--- config.mk ---
export PLATFORM = sky130hd
export DESIGN_NAME = bridge_pwm
export DESIGN_NICKNAME = d
export VERILOG_FILES = /design/src/hw/pwm_pkg.sv /design/src/hw/sync_2ff.sv /design/src/hw/dead_band.sv /design/src/hw/bridge_pwm.sv
export SDC_FILE = /design/constraint.sdc
export NUM_CORES = 1
export LEC_CHECK = 0
export BUFFER_PORTS_ARGS = -buffer_cell sky130_fd_sc_hd__buf_2
export CORE_MARGIN = 3
export CORE_UTILIZATION = 35
export CTS_BUF_LIST = sky130_fd_sc_hd__clkbuf_16
export DETAILED_ROUTE_END_ITERATION = 10
export PLACE_DENSITY = 0.6
export SYNTH_ARGS = -nofsm -noshare
export SYNTH_HDL_FRONTEND = slang
export SYNTH_HIERARCHICAL = 1
export SYNTH_SLANG_ARGS = --single-unit
--- constraint.sdc ---
create_clock -name hclk -period 3.7 [get_ports hclk]
set_clock_uncertainty 0.15 [all_clocks]
set_input_delay 0.185 -clock hclk [delete_from_list [all_inputs] [get_ports hclk]]
set_output_delay 0.185 -clock hclk [all_outputs]
set_load 0.1 [all_outputs]
--- src/hw/pwm_pkg.sv ---
// Constants and types for the bridge PWM output stage
// How it works
// - Direction change: unmodulated pair switches, modulated outputs blank last four counts.
// - Direction bit may be written any time; change waits until four counts before period end.
// - Three-bit source field picks which inputs may trigger shutdown.
// - Shutdown when interrupt pin is low or a chosen comparator is high.
// - Shutdown sets status bit; it stays until firmware or restart clears it.
// - Shutdown drives each enabled pair to its own safe state.
// - Shutdown is level based and lasts while the level stays.
// - Status writes are ignored while a hardware shutdown level is present.
// - After shutdown ends, waveform resumes only at next period start.
// - Writing one forces software shutdown; auto-restart clears it at once.
// - Auto-restart keeps status set while active, clears it when removed.
// - Half-bridge delays each rising edge by dead-band count instruction cycles.
// - Steering mode: mode upper bits 11, config 00, PWM on enabled pins.
// - In steering mode mode low bits choose pin polarity.
// - Shutdown in steering mode touches only pins carrying PWM.
// - Steering with sync clear applies right after the write.
// - Steering with sync set applies at next period start.
// - Timer flag sets as each new period begins, first at second.
// - Dead-band longer than duty keeps that output inactive all period.
// - Forward drives A, modulates D; reverse drives C, modulates B.
package pwm_pkg;
   localparam logic [7:0] OFS_CTRL  = 8'h00;
   localparam logic [7:0] OFS_SHUT  = 8'h04;
   localparam logic [7:0] OFS_DEAD  = 8'h08;
   localparam logic [7:0] OFS_STEER = 8'h0C;
   localparam logic [7:0] OFS_FLAG  = 8'h10;
   localparam logic [7:0] OFS_PER   = 8'h14;
   localparam logic [7:0] OFS_DUTY  = 8'h18;

   localparam int CTRL_DIR    = 7;
   localparam int CTRL_FULL   = 6;
   localparam int SHUT_STAT   = 7;
   localparam int DEAD_RSEN   = 7;
   localparam int STEER_SYNC  = 4;
   localparam int FLAG_TMR    = 0;

   localparam logic [7:0] CTRL_RST  = 8'h00;
   localparam logic [6:0] SHCTL_RST = 7'h00;
   localparam logic [7:0] DEAD_RST  = 8'h00;
   localparam logic [4:0] STEER_RST = 5'h01;
   localparam logic [7:0] PER_RST   = 8'hFF;
   localparam logic [7:0] DUTY_RST  = 8'h00;

   localparam int TOSC_NS     = 40;
   localparam int TCY_TOSC    = 4;
   localparam int TCY_CLKS    = (TCY_TOSC * TOSC_NS + TOSC_NS - 1) / TOSC_NS;
   localparam logic [8:0] DIR_BLANK_CNT = 9'h004;

   typedef enum logic [1:0] {
      CFG_SINGLE = 2'b00,
      CFG_FWD    = 2'b01,
      CFG_HALF   = 2'b10,
      CFG_REV    = 2'b11
   } out_cfg_t;

   typedef enum logic [1:0] {
      SAFE_LOW  = 2'b00,
      SAFE_HIGH = 2'b01,
      SAFE_HIZ  = 2'b10,
      SAFE_HIZ2 = 2'b11
   } safe_t;

   typedef enum logic [2:0] {
      ST_RUN  = 3'b001,
      ST_SHUT = 3'b010,
      ST_WAIT = 3'b100
   } run_st_t;
endpackage

--- src/hw/sync_2ff.sv ---
// Two-stage synchroniser for pin inputs
`timescale 1ns/1ps
module sync_2ff #(
   parameter int               WIDTH   = 1,
   parameter logic [WIDTH-1:0] RST_VAL = '0
) (
   input  wire logic             clk,
   input  wire logic             rst_n,
   input  wire logic [WIDTH-1:0] d,
   output logic      [WIDTH-1:0] q
);
   logic [WIDTH-1:0] meta_q;

   always_ff @(posedge clk or negedge rst_n) begin
      if (!rst_n) begin
         meta_q <= RST_VAL;
         q      <= RST_VAL;
      end else begin
         meta_q <= d;
         q      <= meta_q;
      end
   end
endmodule

--- src/hw/dead_band.sv ---
// Rising-edge delay counted in instruction cycles
`timescale 1ns/1ps
module dead_band #(
   parameter int W = 7
) (
   input  wire logic         clk,
   input  wire logic         rst_n,
   input  wire logic         tick,
   input  wire logic         din,
   input  wire logic [W-1:0] cnt,
   output logic              dout
);
   logic [W-1:0] wait_q;
   wire          done = (wait_q == cnt);

   // Count restarts whenever the input falls
   always_ff @(posedge clk or negedge rst_n) begin
      if (!rst_n) begin
         wait_q <= '0;
      end else if (!din) begin
         wait_q <= '0;
      end else if (tick && !done) begin
         wait_q <= wait_q + 1'b1;
      end
   end

   // Never reached within the pulse keeps output inactive
   assign dout = din && done;
endmodule

--- src/hw/bridge_pwm.sv ---
// Bridge PWM output stage with shutdown, dead band and steering
//
// Our own choices: register access over AHB-Lite and the register addresses.
`timescale 1ns/1ps
module bridge_pwm (
   input  wire logic        hclk,
   input  wire logic        hresetn,
   input  wire logic        hsel,
   input  wire logic [31:0] haddr,
   input  wire logic [1:0]  htrans,
   input  wire logic        hwrite,
   input  wire logic [2:0]  hsize,
   input  wire logic [31:0] hwdata,
   input  wire logic        hready,
   output logic             hreadyout,
   output logic [31:0]      hrdata,
   output logic             hresp,
   input  wire logic        ext_int_pin,
   input  wire logic [1:0]  comparator_output,
   output logic             pwm_out_a,
   output logic             pwm_out_b,
   output logic             pwm_out_c,
   output logic             pwm_out_d,
   output logic             pwm_oe_a,
   output logic             pwm_oe_b,
   output logic             pwm_oe_c,
   output logic             pwm_oe_d
);
   import pwm_pkg::*;

   // Pin inputs
   logic [2:0] pins_s;
   wire        int_s = pins_s[2];
   wire [1:0]  cmp_s = pins_s[1:0];

   sync_2ff #(
      .WIDTH   (3),
      .RST_VAL (3'h4)
   ) u_sync (
      .clk   (hclk),
      .rst_n (hresetn),
      .d     ({ext_int_pin, comparator_output}),
      .q     (pins_s)
   );

   // Registers
   logic [7:0] capture_compare_control_q;
   logic [6:0] shutdown_control_q;
   logic       shutdown_event_status_q;
   logic [7:0] dead_band_control_q;
   logic [4:0] steering_control_q;
   logic [3:0] steer_q;
   logic [7:0] per_q;
   logic [7:0] duty_q;
   logic       timer_period_flag_q;
   logic       dir_q;
   logic       blank_q;
   logic [7:0] tmr_q;
   logic [1:0] div_q;
   run_st_t    st_q;
   run_st_t    st_d;

   // Bus slave, zero wait states
   logic       wr_q;
   logic [7:0] wa_q;
   logic [31:0] hrdata_q;

   wire       hi_ok = (haddr[31:8] == 24'h000000);
   wire       acc   = hsel && htrans[1] && hready && hi_ok;
   wire [7:0] ra    = haddr[7:0];
   wire [7:0] wd    = hwdata[7:0];

   wire wsel_ctrl  = wr_q && (wa_q == OFS_CTRL);
   wire wsel_shut  = wr_q && (wa_q == OFS_SHUT);
   wire wsel_dead  = wr_q && (wa_q == OFS_DEAD);
   wire wsel_steer = wr_q && (wa_q == OFS_STEER);
   wire wsel_flag  = wr_q && (wa_q == OFS_FLAG);
   wire wsel_per   = wr_q && (wa_q == OFS_PER);
   wire wsel_duty  = wr_q && (wa_q == OFS_DUTY);

   // Field views
   wire [1:0] out_cfg    = capture_compare_control_q[7:6];
   wire [3:0] ccm_field  = capture_compare_control_q[3:0];
   wire       full       = capture_compare_control_q[CTRL_FULL];
   wire       dir_want   = capture_compare_control_q[CTRL_DIR];
   wire [2:0] shut_src   = shutdown_control_q[6:4];
   wire [1:0] pair_ac_safe_state = shutdown_control_q[3:2];
   wire [1:0] pair_bd_safe_state = shutdown_control_q[1:0];
   wire       auto_restart_enable = dead_band_control_q[DEAD_RSEN];
   wire [6:0] dead_band_count = dead_band_control_q[6:0];
   wire       pwm_on     = (ccm_field[3:2] == 2'b11);

   wire [7:0] flag_rd = {3'h0, (st_q == ST_RUN), blank_q, dir_q,
                         shutdown_event_status_q, timer_period_flag_q};
   wire [7:0] rd8 =
      (ra == OFS_CTRL)  ? capture_compare_control_q :
      (ra == OFS_SHUT)  ? {shutdown_event_status_q, shutdown_control_q} :
      (ra == OFS_DEAD)  ? dead_band_control_q :
      (ra == OFS_STEER) ? {3'h0, steering_control_q} :
      (ra == OFS_FLAG)  ? flag_rd :
      (ra == OFS_PER)   ? per_q :
      (ra == OFS_DUTY)  ? duty_q : 8'h00;

   always_ff @(posedge hclk or negedge hresetn) begin
      if (!hresetn) begin
         wr_q     <= 1'b0;
         wa_q     <= 8'h00;
         hrdata_q <= 32'h0000_0000;
      end else begin
         wr_q <= acc && hwrite;
         if (acc) begin
            wa_q <= ra;
         end
         if (acc && !hwrite) begin
            hrdata_q <= {24'h000000, rd8};
         end
      end
   end

   assign hreadyout = 1'b1;
   assign hresp     = 1'b0;
   assign hrdata    = hrdata_q;

   // Plain configuration registers
   always_ff @(posedge hclk or negedge hresetn) begin
      if (!hresetn) begin
         capture_compare_control_q <= CTRL_RST;
         shutdown_control_q        <= SHCTL_RST;
         dead_band_control_q       <= DEAD_RST;
         steering_control_q        <= STEER_RST;
         per_q                     <= PER_RST;
         duty_q                    <= DUTY_RST;
      end else begin
         if (wsel_ctrl) capture_compare_control_q <= wd;
         if (wsel_shut) shutdown_control_q <= wd[6:0];
         if (wsel_dead) dead_band_control_q <= wd;
         if (wsel_steer) steering_control_q <= wd[4:0];
         if (wsel_per) per_q <= wd;
         if (wsel_duty) duty_q <= wd;
      end
   end

   // Instruction-cycle tick and period timer
   wire tcy_en = (div_q == 2'(TCY_CLKS - 1));
   wire pstart = pwm_on && tcy_en && (tmr_q == per_q);
   wire pwm_raw = pwm_on && (tmr_q < duty_q);

   always_ff @(posedge hclk or negedge hresetn) begin
      if (!hresetn) begin
         div_q <= 2'h0;
         tmr_q <= 8'h00;
      end else begin
         div_q <= tcy_en ? 2'h0 : div_q + 2'h1;
         if (!pwm_on) begin
            tmr_q <= 8'h00;
         end else if (tcy_en) begin
            tmr_q <= pstart ? 8'h00 : tmr_q + 8'h01;
         end
      end
   end

   // Period flag, set wins over clear
   always_ff @(posedge hclk or negedge hresetn) begin
      if (!hresetn) begin
         timer_period_flag_q <= 1'b0;
      end else if (pstart) begin
         timer_period_flag_q <= 1'b1;
      end else if (wsel_flag && wd[FLAG_TMR]) begin
         timer_period_flag_q <= 1'b0;
      end
   end

   // Direction change four counts before period end
   wire [8:0] tail_at  = {1'b0, per_q} - DIR_BLANK_CNT;
   wire       dir_pend = full && (dir_want != dir_q);
   wire       short_per = ({1'b0, per_q} < DIR_BLANK_CNT);
   wire       dir_trig = dir_pend && (short_per ? pstart :
                         (tcy_en && ({1'b0, tmr_q} == tail_at)));

   always_ff @(posedge hclk or negedge hresetn) begin
      if (!hresetn) begin
         dir_q   <= 1'b0;
         blank_q <= 1'b0;
      end else begin
         if (!full || !pwm_on) begin
            dir_q <= dir_want;
         end else if (dir_trig) begin
            dir_q <= dir_want;
         end
         if (pstart || !full) begin
            blank_q <= 1'b0;
         end else if (dir_trig) begin
            blank_q <= 1'b1;
         end
      end
   end

   // Steering selection
   always_ff @(posedge hclk or negedge hresetn) begin
      if (!hresetn) begin
         steer_q <= STEER_RST[3:0];
      end else if (wsel_steer && !wd[STEER_SYNC]) begin
         steer_q <= wd[3:0];
      end else if (pstart && steering_control_q[STEER_SYNC]) begin
         steer_q <= steering_control_q[3:0];
      end
   end

   // Shutdown level and status bit
   wire shut_cond = (shut_src[0] && !int_s) ||
                    (shut_src[1] && cmp_s[0]) ||
                    (shut_src[2] && cmp_s[1]);
   wire hold = shut_cond || shutdown_event_status_q;

   always_ff @(posedge hclk or negedge hresetn) begin
      if (!hresetn) begin
         shutdown_event_status_q <= 1'b0;
      end else if (shut_cond) begin
         shutdown_event_status_q <= 1'b1;
      end else if (wsel_shut) begin
         shutdown_event_status_q <= wd[SHUT_STAT];
      end else if (auto_restart_enable) begin
         shutdown_event_status_q <= 1'b0;
      end
   end

   always_comb begin
      st_d = st_q;
      case (st_q)
         ST_RUN:  if (hold) st_d = ST_SHUT;
         ST_SHUT: if (!hold) st_d = ST_WAIT;
         ST_WAIT: begin
            if (hold) begin
               st_d = ST_SHUT;
            end else if (pstart) begin
               st_d = ST_RUN;
            end
         end
         default: st_d = ST_WAIT;
      endcase
   end

   always_ff @(posedge hclk or negedge hresetn) begin
      if (!hresetn) begin
         st_q <= ST_WAIT;
      end else begin
         st_q <= st_d;
      end
   end

   wire shut_now = hold || (st_q != ST_RUN);

   // Half-bridge dead band on both edges' rising side
   logic [1:0] db;
   wire  [1:0] db_in = {!pwm_raw && pwm_on, pwm_raw};

   genvar g;
   generate
      for (g = 0; g < 2; g++) begin : g_db
         dead_band #(
            .W (7)
         ) u_db (
            .clk   (hclk),
            .rst_n (hresetn),
            .tick  (tcy_en),
            .din   (db_in[g]),
            .cnt   (dead_band_count),
            .dout  (db[g])
         );
      end
   endgenerate

   // Logical active levels, index 0..3 is A..D
   logic [3:0] act;
   logic [3:0] en;
   wire        mod = pwm_raw && !blank_q;

   always_comb begin
      act = 4'h0;
      en  = 4'hF;
      case (out_cfg)
         CFG_SINGLE: begin
            act = {4{pwm_raw}};
            en  = steer_q;
         end
         CFG_HALF: begin
            act = {2'b00, db[1], db[0]};
            en  = 4'h3;
         end
         default: begin
            if (dir_q) begin
               act = {1'b0, 1'b1, mod, 1'b0};
            end else begin
               act = {mod, 1'b0, 1'b0, 1'b1};
            end
         end
      endcase
   end

   // Polarity per pair: A/C from bit 1, B/D from bit 0
   wire [3:0] inv = {ccm_field[0], ccm_field[1], ccm_field[0], ccm_field[1]};
   wire [3:0] lvl = act ^ inv;

   logic [3:0] out_d;
   logic [3:0] oe_d;
   logic [3:0] out_q;
   logic [3:0] oe_q;

   generate
      for (g = 0; g < 4; g++) begin : g_pin
         wire [1:0] sf = (g % 2 == 0) ? pair_ac_safe_state
                                      : pair_bd_safe_state;
         wire safe_drv = (sf == SAFE_LOW) || (sf == SAFE_HIGH);
         assign oe_d[g] = pwm_on && en[g] && (!shut_now || safe_drv);
         assign out_d[g] = !pwm_on || !en[g] ? 1'b0 :
                           shut_now ? (sf == SAFE_HIGH) : lvl[g];
      end
   endgenerate

   always_ff @(posedge hclk or negedge hresetn) begin
      if (!hresetn) begin
         out_q <= 4'h0;
         oe_q  <= 4'h0;
      end else begin
         out_q <= out_d;
         oe_q  <= oe_d;
      end
   end

   assign pwm_out_a = out_q[0];
   assign pwm_out_b = out_q[1];
   assign pwm_out_c = out_q[2];
   assign pwm_out_d = out_q[3];
   assign pwm_oe_a  = oe_q[0];
   assign pwm_oe_b  = oe_q[1];
   assign pwm_oe_c  = oe_q[2];
   assign pwm_oe_d  = oe_q[3];
endmodule

==> flow_summary_export.csv <==
group,metric,value,unit
worst_setup_path,startpoint_type,"flop",
worst_setup_path,reg2reg_depth,13,
global_route,top_usage_layer,"met2",
finish,finalInstanceArea,7160,sq um
pwr,p_total,2.63,mW
floorplan,start_util,36.0,%
floorplan,fp.dieH,140,microns
finish,final_cells,940,
synth,netlist_top_cells_area,"dfrtp_1, mux2_2, dfstp_2, o21ai_0, nand2_1",
cts,cts_tree,"done",
pwr,leakage,3.08,nW
placement,dpl.hpwl,11900,microns
worst_setup_path,required,3.82,ns
placement,dp.cells,912,
synth,synth_ff_type,"dfrtp_1",
global_route,grt_pass1_wl,26000,microns
hold_path,min_path_type,"input port to flop",
cts,post_cts_buffers,0,
timing,slew_headroom,35.9,%
timing,setup_viol,0,
worst_setup_path,critPathKind,"flop to flop",
finish,antenna_cells,0,
hold_path,hold_depth,2,
timing,slew_violations,0,
timing,fin_crit_sh,89.4,%
global_route,grt_usage,16.7,%
worst_setup_path,crit_fanout,8,
detailed_routing,drt-wirelength-per-cell,16.9,microns
global_route,use_met3,2.89,%
placement,gp_congestion,0.907,
finish,syn_to_final_growth,14.6,%
timing,grt_setup_unrepaired,"no",
synth,async_flop_share,100,%
synth,synthesis.area,6250,sq um
worst_setup_path,worst_setup_path_end_kind,"flop",
hold_path,worstHoldStart,"haddr[1]",
floorplan,fp.dieW,140,microns
cts,numClockSinks,110,
synth,ys_seq_elements,110,
detailed_routing,first_iter_violations,461,
synth,ys_seq_area_share,44.3,%
placement,place_area,6720,sq um
finish,fillers,1686,
detailed_routing,drc,0,
timing,setup_slack,0.392,ns
status,status,"completed",
pwr,power_density,368,nW/um^2
finish,multi_input_area,3160,sq um
synth,ys_types,64,
hold_path,holdPathEnd,"wa_q[1]",
synth,syn_avg_cell_area,9.85,sq um
detailed_routing,viasPerCell,5.36,
synth,synthDominantCellAreaShare,38.9,%
cts,clkTransAtPathRegs,0.07,ns
placement,io_buffers,64,
floorplan,core-area,17400,sq um
floorplan,die-area,19500,sq um
timing,fmax,0.302,GHz
worst_setup_path,ff2ff_setup_slack,0.39,ns
placement,place_ws,0.446,ns
global_route,overflow,0,
finish,seq_area,2770,sq um
floorplan,num_rows,48,
global_route,grt_max_degree,55,
synth,yosys_warnings,6,
worst_setup_path,r2r_end,"out_q[1]",
global_route,use_met1,24.3,%
flow_run,maxCapViolCount,0,
cts,numCtsBuffers,9,
cts,clk_latency,0.36,ns
detailed_routing,vias,5034,
cts,htreeDepth,3,
synth,synth_top_area_cell,"dfrtp_1",
worst_setup_path,worstPathArrival,3.43,ns
detailed_routing,routed_wl,15900,microns
timing,hold_violations,0,
pwr,ir_worst_vdd,0.000235,V
global_route,antenna_found_initial,0,
finish,drive_gt1_share,22.9,%
detailed_routing,drtAntennaViolNets,0,
timing,tightest_slew,0.953,ns
synth,synth_cells,634,
global_route,grtUsageMet2,25.4,%
synth,synth_edf_count,0,
finish,fin_nets,799,
timing,tns,0,ns
timing,period_needed,3.31,ns
cts,root_buffer,"clkbuf_16",
floorplan,io_pins,119,
worst_setup_path,r2r-start,"tmr_q[7]",
cts,cts.path.max_buffers,2,
detailed_routing,firstDrtPassIters,5,
global_route,grt_pass1_vias,4911,
timing repair:
item                                   in CTS  in global routing
hold buffers                               12                  0
endpoints found under the hold margin      63                  0
gates resized for setup                     0                  0
synthesized netlist by cell type (3+ instances only):
master,number
a22oi_1,5
and3_1,6
nor4b_1,5
nand3_1,17
buf_2,4
nor2b_1,13
o21ai_1,7
or3_1,6
o221ai_1,4
and2_1,5
o22ai_1,9
nand4_1,8
a32o_1,8
xnor2_1,24
inv_1,25
mux2i_1,7
buf_6,4
o21a_1,3
nor4_1,11
buf_4,27
o21ai_0,53
clkbuf_1,11
nand2_1,56
nor2_1,43
o211ai_1,11
nor3_1,13
mux2_2,45
xor2_1,4
dfrtp_1,97
nand4_2,4
o31ai_1,4
a21oi_1,28
dfstp_2,13
ha_1,12
per-layer routing:
metal	share of wire, %	vias up
li1	-	2399
met1	48	2452
met2	44	159
met3	5.4	24
met4	2.5	0
met5	0	-
worst max-delay path, stage by stage, from the launching register on:
cell and delay, ns:
dfrtp_1 0.45, ha_1 0.33, nand2_1 0.11, nor3_1 0.32
a21oi_1 0.12, nor2_1 0.28, nand4_2 0.14, or2_1 0.36
inv_1 0.13, nand2_1 0.06, nor2_1 0.14, nor4_1 0.07
or3_1 0.37, a21boi_1 0.17
power breakdown:
part           internal, mW  switching, mW  leakage, nW  total, mW
registers              1.23         0.0304         1.37       1.26
clock network         0.596          0.458        0.152       1.05
logic                0.0757          0.238         1.56      0.314
how the worst max path moves through the flow:
stage,from,endpoint,slack (ns)
after floorplan,tmr_q[7],out_q[1],0.90
after detailed placement,tmr_q[7],out_q[1],0.45
after CTS,tmr_q[7],out_q[1],0.41
final,tmr_q[7],out_q[1],0.39
after global placement,tmr_q[7],out_q[1],0.50
after global routing,tmr_q[7],out_q[1],0.11
logic make-up after synthesis:
logic type	Yosys count	share of synthesized area, %
buffers and inverters	72	6.51
multiplexers	52	9.23
adder cells (fa/ha/maj)	12	2.40
AO/OA/AOI/OAI	150	15.1
AND/OR/NAND/NOR	206	17.8
XOR/XNOR	30	4.45
flip-flops	110	44.3
other	2	0.120
flip-flops by register name (all words and copies together), names as in the netlist, 5 cells and up:
register	count
capture_compare_control_q	8
duty_q	8
shutdown_control_q	7
g_db.u_db/wait_q	14
wa_q	8
hrdata	8
per_q	8
dead_band_control_q	8
tmr_q	8
steering_control_q	5
cell usage in the layout, fill, tap and decap left out, types with 13 or more instances in the layout:
cell type	count
mux2_2	45
dfstp_2	13
a21oi_1	28
xnor2_1	24
conb_1	26
inv_1	25
nand3_1	17
dfrtp_1	97
nor2b_1	13
nand2_1	56
nor2_1	43
buf_2	63
nor3_1	13
o21ai_0	53
metrics by stage:
| stage | hold WS [ns] | util, % |
|---|---|---|
| 3_5_place_dp | 0.127 | 38.7 |
| 4_1_cts | 0.00216 | 41.2 |
| 6_report | 0.0165 | 41.2 |
| 3_3_place_gp | 0.128 | 38.7 |
| 5_1_grt | 0.0176 | 41.2 |
| 2_1_floorplan | -0.261 | - |
layout make-up:
| cell class | instances | share of cell area (%) |
|---|---|---|
| multi-input combinational | 476 | 44.2 |
| sequential | 110 | 38.7 |
| timing repair buffer | 87 | 7.34 |
| tap | 225 | 3.93 |
| clock buffer | 9 | 3.15 |
| clock inverter | 7 | 1.36 |
| inverter | 26 | 1.36 |
Note: power is estimated with default switching activity, not from simulation.
